<file path="src/rtl/eeir_pkg.sv">
// Constants shared by the event interrupt routing block.
// Assumes a 32-bit classic Wishbone bus with 8-bit registers in the low bits.
package eeir_pkg;

	// Register indices; byte address is four times the index
	localparam logic [7:0] IDX_PIN1_ROUTE_LOW = 8'h20;
	localparam logic [7:0] IDX_PIN1_ROUTE_HIGH = 8'h0c;
	localparam logic [7:0] IDX_PIN2_EMB_ROUTE = 8'h0e;
	localparam logic [7:0] IDX_PIN1_ROUTE_CONFIG = 8'h5e;
	localparam logic [7:0] IDX_PIN2_ROUTE_CONFIG = 8'h5f;
	localparam logic [7:0] IDX_IRQ_STATUS = 8'h21;
	localparam logic [7:0] IDX_IRQ_MASK = 8'h22;

	// Reset value of every register
	localparam logic [7:0] ROUTE_RESET = 8'h00;

	// Master enable position inside both pin config registers
	localparam int MASTER_EN_BIT = 1;

	// Second pin embedded route field positions
	localparam int P2_LONG_COUNTER_BIT = 7;
	localparam int P2_SIG_MOTION_BIT = 5;
	localparam int P2_INCLINE_BIT = 4;
	localparam int P2_PACE_BIT = 3;

	// Bits software must keep at zero in the second pin route register
	localparam logic [7:0] P2_RESERVED_MASK = 8'h47;

	// Interrupt status and mask layout
	localparam int IRQ_PIN1_RISE_BIT = 0;
	localparam int IRQ_PIN2_RISE_BIT = 1;
	localparam int IRQ_RESERVED_WR_BIT = 2;
	localparam int IRQ_W = 3;

endpackage : eeir_pkg

</file>
<file path="src/rtl/eeir_route_or.sv">
// One interrupt pin: OR of the events whose route bit is set.
// Assumes events and routes are synchronous to clock.
`timescale 1ns/100ps
module eeir_route_or
	import eeir_pkg::*;
#(
	parameter int N = 8
)
(
	// Clock and reset
	input wire logic clock,
	input wire logic sys_rst,
	// Event sources and selection
	input wire logic [N-1:0] events,
	input wire logic [N-1:0] route,
	input wire logic master_en,
	// Pin level
	output logic pin
);

	// Whole state of the pin driver
	typedef struct packed
	{
		logic pin;
	} eeir_pin_state_t;

	eeir_pin_state_t st;
	eeir_pin_state_t next_st;

	// Selected events merged, gated by the master enable
	always_comb
	begin
		next_st = st;
		next_st.pin = master_en & (|(events & route));
	end

	// Register the pin so the output is glitch free
	always_ff @(posedge clock)
	begin
		if (sys_rst)
			st <= '0; // Pin held low through reset
		else
			st <= next_st;
	end

	assign pin = st.pin;

	// Pin follows its routed events one cycle later
	pin_or_a: assert property (@(posedge clock) disable iff (sys_rst)
		##1 pin == $past(master_en && ((events & route) != '0)))
		else $error("pin does not follow routed events");

endmodule : eeir_route_or

</file>
<file path="src/rtl/eeir_top.sv">
// Embedded event interrupt routing with a Wishbone register slave.
// Assumes synchronous event levels and a classic single-cycle master.
//
// Chosen here: the Wishbone interface to the registers.
`timescale 1ns/100ps
module eeir_top
	import eeir_pkg::*;
#(
	parameter int ENGINES = 16,
	parameter int ADR_W = 10
)
(
	// Clock and reset
	input wire logic clock,
	input wire logic sys_rst,
	// Wishbone slave
	input wire logic wb_cyc_i,
	input wire logic wb_stb_i,
	input wire logic wb_we_i,
	input wire logic [ADR_W-1:0] wb_adr_i,
	input wire logic [3:0] wb_sel_i,
	input wire logic [31:0] wb_dat_i,
	output logic [31:0] wb_dat_o,
	output logic wb_ack_o,
	// Event sources
	input wire logic [ENGINES-1:0] engine_event,
	input wire logic long_counter_event,
	input wire logic significant_motion_event,
	input wire logic incline_event,
	input wire logic pace_event,
	// Interrupt pins
	output logic first_irq_pin,
	output logic second_irq_pin,
	// Bus interrupt
	output logic irq
);

	// Whole register and control state
	typedef struct packed
	{
		logic [7:0] route_low; // Engines 8..1
		logic [7:0] route_high; // Engines 16..9
		logic [7:0] route2; // Embedded events, second pin
		logic [7:0] cfg1; // First pin config
		logic [7:0] cfg2; // Second pin config
		logic [IRQ_W-1:0] status; // Sticky events
		logic [IRQ_W-1:0] mask; // Interrupt mask
		logic pin1_prev; // Edge detect history
		logic pin2_prev;
		logic ack;
		logic [31:0] dat;
		logic irq;
	} eeir_state_t;

	eeir_state_t st;
	eeir_state_t next_st;

	// Word index from a byte address, used by read and write decode
	function automatic logic [7:0] eeir_index(input logic [ADR_W-1:0] a);
		eeir_index = a[9:2];
	endfunction : eeir_index

	// Pin drivers and their inputs
	logic pin1_q;
	logic pin2_q;
	logic [ENGINES-1:0] pin1_events;
	logic [ENGINES-1:0] pin1_route;
	logic [7:0] pin2_events;

	// Request decode
	logic take;
	logic wr_lane0;
	logic [7:0] idx;
	logic [7:0] rd_byte;
	logic [IRQ_W-1:0] set_ev;
	logic [IRQ_W-1:0] clr_ev;

	// Engine events concatenated, sixteen down to one
	assign pin1_events = engine_event;
	// Route high holds 16..9, route low 8..1
	assign pin1_route = {st.route_high, st.route_low};

	// Embedded event vector in route register layout; reserved bits idle
	always_comb
	begin
		pin2_events = 8'h00;
		pin2_events[P2_LONG_COUNTER_BIT] = long_counter_event;
		pin2_events[P2_SIG_MOTION_BIT] = significant_motion_event;
		pin2_events[P2_INCLINE_BIT] = incline_event;
		pin2_events[P2_PACE_BIT] = pace_event;
	end

	// First pin: engine events
	eeir_route_or #(
		.N(ENGINES)
	) u_pin1 (
		.clock(clock),
		.sys_rst(sys_rst),
		.events(pin1_events),
		.route(pin1_route),
		.master_en(st.cfg1[MASTER_EN_BIT]),
		.pin(pin1_q)
	);

	// Second pin: embedded function events
	eeir_route_or #(
		.N(8)
	) u_pin2 (
		.clock(clock),
		.sys_rst(sys_rst),
		.events(pin2_events),
		.route(st.route2),
		.master_en(st.cfg2[MASTER_EN_BIT]),
		.pin(pin2_q)
	);

	// A new request is taken only while no answer is pending
	assign take = wb_cyc_i & wb_stb_i & ~st.ack;
	assign wr_lane0 = take & wb_we_i & wb_sel_i[0];
	assign idx = eeir_index(wb_adr_i);

	// Read multiplexer; unmapped words read zero
	always_comb
	begin
		case (idx)
			IDX_PIN1_ROUTE_LOW: rd_byte = st.route_low;
			IDX_PIN1_ROUTE_HIGH: rd_byte = st.route_high;
			IDX_PIN2_EMB_ROUTE: rd_byte = st.route2;
			IDX_PIN1_ROUTE_CONFIG: rd_byte = st.cfg1;
			IDX_PIN2_ROUTE_CONFIG: rd_byte = st.cfg2;
			IDX_IRQ_STATUS: rd_byte = {5'h00, st.status};
			IDX_IRQ_MASK: rd_byte = {5'h00, st.mask};
			default: rd_byte = 8'h00;
		endcase
	end

	// Events that set sticky status bits
	always_comb
	begin
		set_ev = '0;
		set_ev[IRQ_PIN1_RISE_BIT] = pin1_q & ~st.pin1_prev;
		set_ev[IRQ_PIN2_RISE_BIT] = pin2_q & ~st.pin2_prev;
		// Software slip on bits that must stay zero is flagged
		set_ev[IRQ_RESERVED_WR_BIT] = wr_lane0
			& (idx == IDX_PIN2_EMB_ROUTE)
			& ((wb_dat_i[7:0] & P2_RESERVED_MASK) != 8'h00);
	end

	// A read of the status register clears it
	assign clr_ev = (take && !wb_we_i && idx == IDX_IRQ_STATUS) ?
		'1 : '0;

	// Next state: bus answer, register writes, sticky status
	always_comb
	begin
		next_st = st;
		next_st.ack = take;
		next_st.dat = take ? {24'h000000, rd_byte} : 32'h00000000;
		next_st.pin1_prev = pin1_q;
		next_st.pin2_prev = pin2_q;
		// Writes take effect at the request edge; unmapped writes ignored
		if (wr_lane0)
		begin
			case (idx)
				IDX_PIN1_ROUTE_LOW:
					next_st.route_low = wb_dat_i[7:0];
				IDX_PIN1_ROUTE_HIGH:
					next_st.route_high = wb_dat_i[7:0];
				// Stored as written so software sees its own value
				IDX_PIN2_EMB_ROUTE:
					next_st.route2 = wb_dat_i[7:0];
				IDX_PIN1_ROUTE_CONFIG:
					next_st.cfg1 = wb_dat_i[7:0];
				IDX_PIN2_ROUTE_CONFIG:
					next_st.cfg2 = wb_dat_i[7:0];
				IDX_IRQ_MASK:
					next_st.mask = wb_dat_i[IRQ_W-1:0];
				default:
					next_st.mask = st.mask;
			endcase
		end
		// Set wins over a clearing read in the same cycle
		next_st.status = (st.status & ~clr_ev) | set_ev;
		next_st.irq = |(next_st.status & next_st.mask);
	end

	// Register the whole state; all routing starts disabled
	always_ff @(posedge clock)
	begin
		if (sys_rst)
		begin
			st <= '0;
			st.route_low <= ROUTE_RESET;
			st.route_high <= ROUTE_RESET;
			st.route2 <= ROUTE_RESET;
			st.cfg1 <= ROUTE_RESET;
			st.cfg2 <= ROUTE_RESET;
		end
		else
			st <= next_st;
	end

	// Outputs straight from flip-flops
	assign wb_ack_o = st.ack;
	assign wb_dat_o = st.dat;
	assign irq = st.irq;
	assign first_irq_pin = pin1_q;
	assign second_irq_pin = pin2_q;

	// Acknowledge is a single cycle pulse
	ack_one_cycle_a: assert property (@(posedge clock) disable iff (sys_rst)
		wb_ack_o |=> !wb_ack_o)
		else $error("ack held longer than one cycle");

	// Every taken request is answered on the next edge
	ack_latency_a: assert property (@(posedge clock) disable iff (sys_rst)
		(wb_cyc_i && wb_stb_i && !wb_ack_o) |=> wb_ack_o)
		else $error("request not acknowledged in one cycle");

	// Reset leaves all routing cleared
	route_reset_a: assert property (@(posedge clock)
		sys_rst |=> (st.route_low == 8'h00 && st.route_high == 8'h00
			&& st.route2 == 8'h00 && !first_irq_pin && !second_irq_pin))
		else $error("routing not cleared by reset");

	// A routing write reads back the written byte
	route_readback_a: assert property (@(posedge clock)
		disable iff (sys_rst)
		(wr_lane0 && idx == IDX_PIN2_EMB_ROUTE)
			|=> st.route2 == $past(wb_dat_i[7:0]))
		else $error("route register lost written value");

	// Engine sixteen routed through the high register
	engine_high_a: assert property (
		@(posedge clock) disable iff (sys_rst)
		(st.cfg1[MASTER_EN_BIT] && st.route_high[7]
			&& engine_event[ENGINES-1]) |=> first_irq_pin)
		else $error("engine sixteen not routed");

	// Engine one routed through the low register
	engine_low_a: assert property (
		@(posedge clock) disable iff (sys_rst)
		(st.cfg1[MASTER_EN_BIT] && st.route_low[0]
			&& engine_event[0]) |=> first_irq_pin)
		else $error("engine one not routed");

	// Without master enable the first pin stays low
	pin1_gate_a: assert property (
		@(posedge clock) disable iff (sys_rst)
		!st.cfg1[MASTER_EN_BIT] |=> !first_irq_pin)
		else $error("first pin active while disabled");

	// First pin carries exactly the routed OR
	pin1_or_a: assert property (
		@(posedge clock) disable iff (sys_rst)
		##1 first_irq_pin == $past(st.cfg1[MASTER_EN_BIT]
			&& ((pin1_events & pin1_route) != '0)))
		else $error("first pin differs from routed OR");

	// Long counter timeout onto the second pin
	long_counter_a: assert property (
		@(posedge clock) disable iff (sys_rst)
		(st.cfg2[MASTER_EN_BIT] && st.route2[P2_LONG_COUNTER_BIT]
			&& long_counter_event) |=> second_irq_pin)
		else $error("long counter event not routed");

	// Significant motion onto the second pin
	sig_motion_a: assert property (
		@(posedge clock) disable iff (sys_rst)
		(st.cfg2[MASTER_EN_BIT] && st.route2[P2_SIG_MOTION_BIT]
			&& significant_motion_event) |=> second_irq_pin)
		else $error("significant motion not routed");

	// Incline onto the second pin
	incline_route_a: assert property (
		@(posedge clock) disable iff (sys_rst)
		(st.cfg2[MASTER_EN_BIT] && st.route2[P2_INCLINE_BIT]
			&& incline_event) |=> second_irq_pin)
		else $error("incline event not routed");

	// Pace onto the second pin
	pace_route_a: assert property (
		@(posedge clock) disable iff (sys_rst)
		(st.cfg2[MASTER_EN_BIT] && st.route2[P2_PACE_BIT]
			&& pace_event) |=> second_irq_pin)
		else $error("pace event not routed");

	// Second pin carries exactly the routed OR
	pin2_or_a: assert property (
		@(posedge clock) disable iff (sys_rst)
		##1 second_irq_pin == $past(st.cfg2[MASTER_EN_BIT]
			&& ((pin2_events & st.route2) != 8'h00)))
		else $error("second pin differs from routed OR");

	// Interrupt output tracks unmasked status
	irq_level_a: assert property (@(posedge clock) disable iff (sys_rst)
		irq == ((st.status & st.mask) != '0))
		else $error("irq does not match masked status");

	// Without its master enable the second pin stays low
	pin2_gate_a: assert property (
		@(posedge clock) disable iff (sys_rst)
		!st.cfg2[MASTER_EN_BIT] |=> !second_irq_pin)
		else $error("second pin active while disabled");

	// A route read answers with the stored byte, upper bytes zero
	route_read_a: assert property (
		@(posedge clock) disable iff (sys_rst)
		(take && !wb_we_i && idx == IDX_PIN1_ROUTE_HIGH)
			|=> wb_dat_o == {24'h000000, $past(st.route_high)})
		else $error("route read returned wrong data");

	// Data lines rest at zero outside an answer
	dat_idle_a: assert property (@(posedge clock) disable iff (sys_rst)
		!wb_ack_o |-> wb_dat_o == 32'h00000000)
		else $error("read data not zero while idle");

	// A rising first pin leaves a sticky status bit
	pin1_sticky_a: assert property (@(posedge clock) disable iff (sys_rst)
		$rose(first_irq_pin) |=> st.status[IRQ_PIN1_RISE_BIT])
		else $error("first pin rise not recorded");

	// A rising second pin leaves a sticky status bit
	pin2_sticky_a: assert property (@(posedge clock) disable iff (sys_rst)
		$rose(second_irq_pin) |=> st.status[IRQ_PIN2_RISE_BIT])
		else $error("second pin rise not recorded");

	// A status read clears every bit not set again at that edge
	status_clear_a: assert property (@(posedge clock) disable iff (sys_rst)
		(take && !wb_we_i && idx == IDX_IRQ_STATUS)
			|=> (st.status & ~$past(set_ev)) == '0)
		else $error("status read did not clear");

	// Nonzero reserved route bits raise the slip flag
	reserved_flag_a: assert property (
		@(posedge clock) disable iff (sys_rst)
		(wr_lane0 && idx == IDX_PIN2_EMB_ROUTE
			&& (wb_dat_i[7:0] & P2_RESERVED_MASK) != 8'h00)
			|=> st.status[IRQ_RESERVED_WR_BIT])
		else $error("reserved route write not flagged");

endmodule : eeir_top

</file>
<file path="config.mk">
export PLATFORM = sky130hd
export DESIGN_NAME = eeir_top
export DESIGN_NICKNAME = d
export VERILOG_FILES = /design/src/rtl/eeir_pkg.sv /design/src/rtl/eeir_route_or.sv /design/src/rtl/eeir_top.sv
export SDC_FILE = /design/constraint.sdc
export NUM_CORES = 1
export LEC_CHECK = 0
export ABC_AREA = 1
export BUFFER_PORTS_ARGS = -buffer_cell sky130_fd_sc_hd__buf_2
export CAP_MARGIN = 10
export CORE_MARGIN = 10
export CORE_UTILIZATION = 50
export CTS_CLUSTER_DIAMETER = 60
export DETAILED_ROUTE_END_ITERATION = 8
export PLACE_DENSITY = 0.8
export SYNTH_ARGS = -nofsm -noshare
export SYNTH_HDL_FRONTEND = slang
export SYNTH_HIERARCHICAL = 1
export SYNTH_SLANG_ARGS = --single-unit
</file>
<file path="constraint.sdc">
create_clock -name clock -period 2.04 [get_ports clock]
set_input_delay 0.408 -clock clock [delete_from_list [all_inputs] [get_ports clock]]
set_output_delay 0.408 -clock clock [all_outputs]
set_load 0.05 [all_outputs]
</file>
==> impl_metrics.tcl <==
set metrics [dict create \
    outcome "finished clean" \
    slew_viol_final 0 \
    die_y_um 98.88 \
    coreArea_mm2 0.005991 \
    p_total_mw 2.555 \
    worstSetupEndpoint "pin1_route[4]" \
    start_util_pct 51.92 \
    reg2reg_depth 8 \
    io_buffers 53 \
    reg2reg_to "pin1_route[4]" \
    synth_cells 456 \
    antenna_cells 0 \
    p_leak_nw 1.733 \
    seqCellArea_mm2 0.001201 \
    critPathSlowestCell "dfxtp_1" \
    max_freq_ghz 0.6312 \
    fin_crit_sh_pct 77.66 \
    combPwrFrac_pct 8.9 \
    rsz0062_at_grt "false" \
    syn_avg_cell_area_um2 6.821 \
    vias 2942 \
    synth_xor_area_share_pct 0 \
    root_buffer "clkbuf_8" \
    die_w_um 98.88 \
    wl_mm 8.055 \
    finalHoldViolCount 0 \
    finalSetupViolCount 0 \
    ys_ff_latch 60 \
    cp_data_arrival_time_ns 1.82 \
    postCtsSetupBuffers 0 \
    power_frac_seq_pct 45.9 \
    path_cells "inv_1 > nand3_1 > nor2_2 > inv_2 > nor2_4 > inv_1 > nor2_1 > nor2_1" \
    crit_path_start_kind "register" \
    final_nets 581 \
    grt_pass1_vias 2773 \
    rows 28 \
    multi_input_area_mm2 0.001548 \
    rr_startpoint "wb_ack_o" \
    crit_fanout 13 \
    firstDrtPassIters 4 \
    drive_gt1_share_pct 20.39 \
    intPower_mw 1.882 \
    power_switching_mw 0.6728 \
    tns_ns 0 \
    antenna_left 0 \
    antenna_found_initial 0 \
    cts-buffers-inserted 9 \
    min_period_ns 1.584 \
    drv_cap 0 \
    cts_tree "yes" \
    grt_pass1_wl_mm 13.19 \
    path_buf_inv 3 \
    first_iter_violations 214 \
    ys_warn_count 6 \
    path_clk_slew_ns 0.07 \
    fin_worst_skew_ns 0.006323 \
    cts_sinks 60 \
    clockPowerShare_pct 45.2 \
    rrSetupSlack_ns 0.46 \
    muxShareOfSynthArea_pct 0 \
    cp_top_family "simple AND/OR/NAND/NOR gates" \
    hold_depth 2 \
    seq_area_frac_synth_pct 38.62 \
    layout_common_cells "nand2_1, nor2_1, dfxtp_1" \
    ios 107 \
    synthAdderAreaFrac_pct 0 \
    synth_cell_types 25 \
    synth_area_mm2 0.003110 \
    htree_levels 3 \
    criticalPathCategory "register to register" \
    dp_hpwl_mm 6.092 \
    ir_drop_v 0.0004755 \
    clk_latency_ns 0.35 \
    critPathRequiredTime_ns 2.27 \
    end_kind "register" \
    gr-total-overflow 0 \
    gp_congestion 0.9448 \
    clockBufferDepth 2 \
    synth_top_family_by_area "simple AND/OR/NAND/NOR gates" \
    cts_hold_buf 0 \
    post_cts_resized 0 \
    grt_max_degree 43 \
    dieArea_mm2 0.009776 \
    n_fill_cell 570 \
    drcViolationCount 0 \
    routed_via_density 4.986 \
    hold_path.class "input port to register" \
    grt_use_total_pct 16.39 \
    cp_num_cells 8 \
    critPathMaxStageDelay_ns 0.32 \
    final_common_cell "nand2_1" \
    wl_per_cell_um 13.65 \
    crit_path_start "wb_ack_o" \
    area_delta_synth_final_pct 12.55 \
    p_per_area_mw_per_mm2 729.7 \
    synth_compound_gate_area_share_pct 11.83 \
    p_sw_share_pct 26.34 \
    synth-simple-area-share_pct 34.55 \
]
-- through the flow --
| step | setup WS, ns | hold WS (ns) | area [um^2] | instances | util [%] |
|---|---|---|---|---|---|
| 2_1_floorplan | 0.4864 | 0.4293 | 3212 | 483 | - |
| 4_1_cts | 0.4914 | 0.3571 | 3501 | 590 | 58.44 |
| 5_1_grt | 0.3066 | 0.3704 | 3501 | 590 | 58.44 |
| 3_3_place_gp | 0.3521 | 0.4205 | 3288 | 574 | 54.89 |
| 3_5_place_dp | 0.3367 | 0.4238 | 3288 | 574 | 54.89 |
| 6_report | 0.4558 | 0.3694 | 3501 | 590 | 58.44 |
-- cells by family (layout without fill, tap and decap cells) --
| family | Yosys count | after routing |
|---|---|---|
| AND/OR/NAND/NOR | 249 | 249 |
| other | 1 | 28 |
| flip-flops | 60 | 60 |
| AO/OA/AOI/OAI | 66 | 66 |
| buffers and inverters | 80 | 112 |
-- worst reg2reg max path: stages (launching register included) --
cell and delay (ns):
dfxtp_1 0.32, inv_1 0.05, nand3_1 0.09, nor2_2 0.21
inv_2 0.16, nor2_4 0.32, inv_1 0.14, nor2_1 0.13
nor2_1 0.06
-- synthesized netlist by cell type --
cell type    n  area, um^2
a21oi_2      6       52.55
nor2_2       5       31.28
nand3_1     27       135.1
conb_1       1       3.750
nor2_1      79       296.5
buf_2        1       5.000
nand2_4      1       11.26
buf_4       33       247.7
clkbuf_1     4       15.01
nand2_1    118       442.9
dfxtp_1     60        1201
buf_6        2       22.52
nand2_2      7       43.79
a21oi_1     18       90.09
o21ai_1     15       75.07
and2_1       2       12.51
nor3_1       1       5.000
o21ai_2      4       35.03
buf_8        2       30.03
inv_2        2       7.510
nand4_1      2       12.51
o21ai_0     23       115.1
nor3_4       1       16.27
nor2_4       6       67.56
inv_1       36       135.1
-- power groups by stage --
| stage | combinational, mW | clock [mW] | sequential (mW) |
|---|---|---|---|
| 6_report | 0.227 | 1.16 | 1.17 |
| 5_1_grt | 0.243 | 1.23 | 1.17 |
| 4_1_cts | 0.223 | 1.17 | 1.17 |
| 3_5_place_dp | 0.222 | 0 | 1.20 |
| 3_3_place_gp | 0.221 | 0 | 1.20 |
| 2_1_floorplan | 0.186 | 0 | 1.20 |
-- flip-flops by register name, summed over array words and instances, names as in the netlist --
| register | cells |
|---|---|
| pin1_route | 16 |
| st | 32 |
| wb_ack_o | 1 |
| u_pin2/pin | 1 |
| u_pin1/pin | 1 |
| wb_dat_o | 8 |
| irq | 1 |
-- routing by layer --
metal,global-route usage (%),vias up,part of all wire (%)
met5,0,-,0
met4,6.615,0,0.98
met3,5.936,7,9.0
met2,25.95,118,48
met1,19.65,1339,42
li1,-,1478,-
-- layout make-up --
type,count,area share [%]
sequential,60,34.31
multi-input combinational,343,44.21
timing repair buffer,58,8.649
clock buffer,13,4.825
inverter,38,4.074
clock inverter,3,1.251
tap,75,2.680
-- worst min-delay path by stage --
stage	from	to
final	sys_rst	st[38]
after global routing	sys_rst	st[38]
after CTS	wb_dat_i[2]	st[38]
after detailed placement	u_pin1/pin	st[35]
after global placement	u_pin1/pin	st[35]
after floorplan	st[43]	u_pin2/pin
Power figures use the tool's default switching activity.
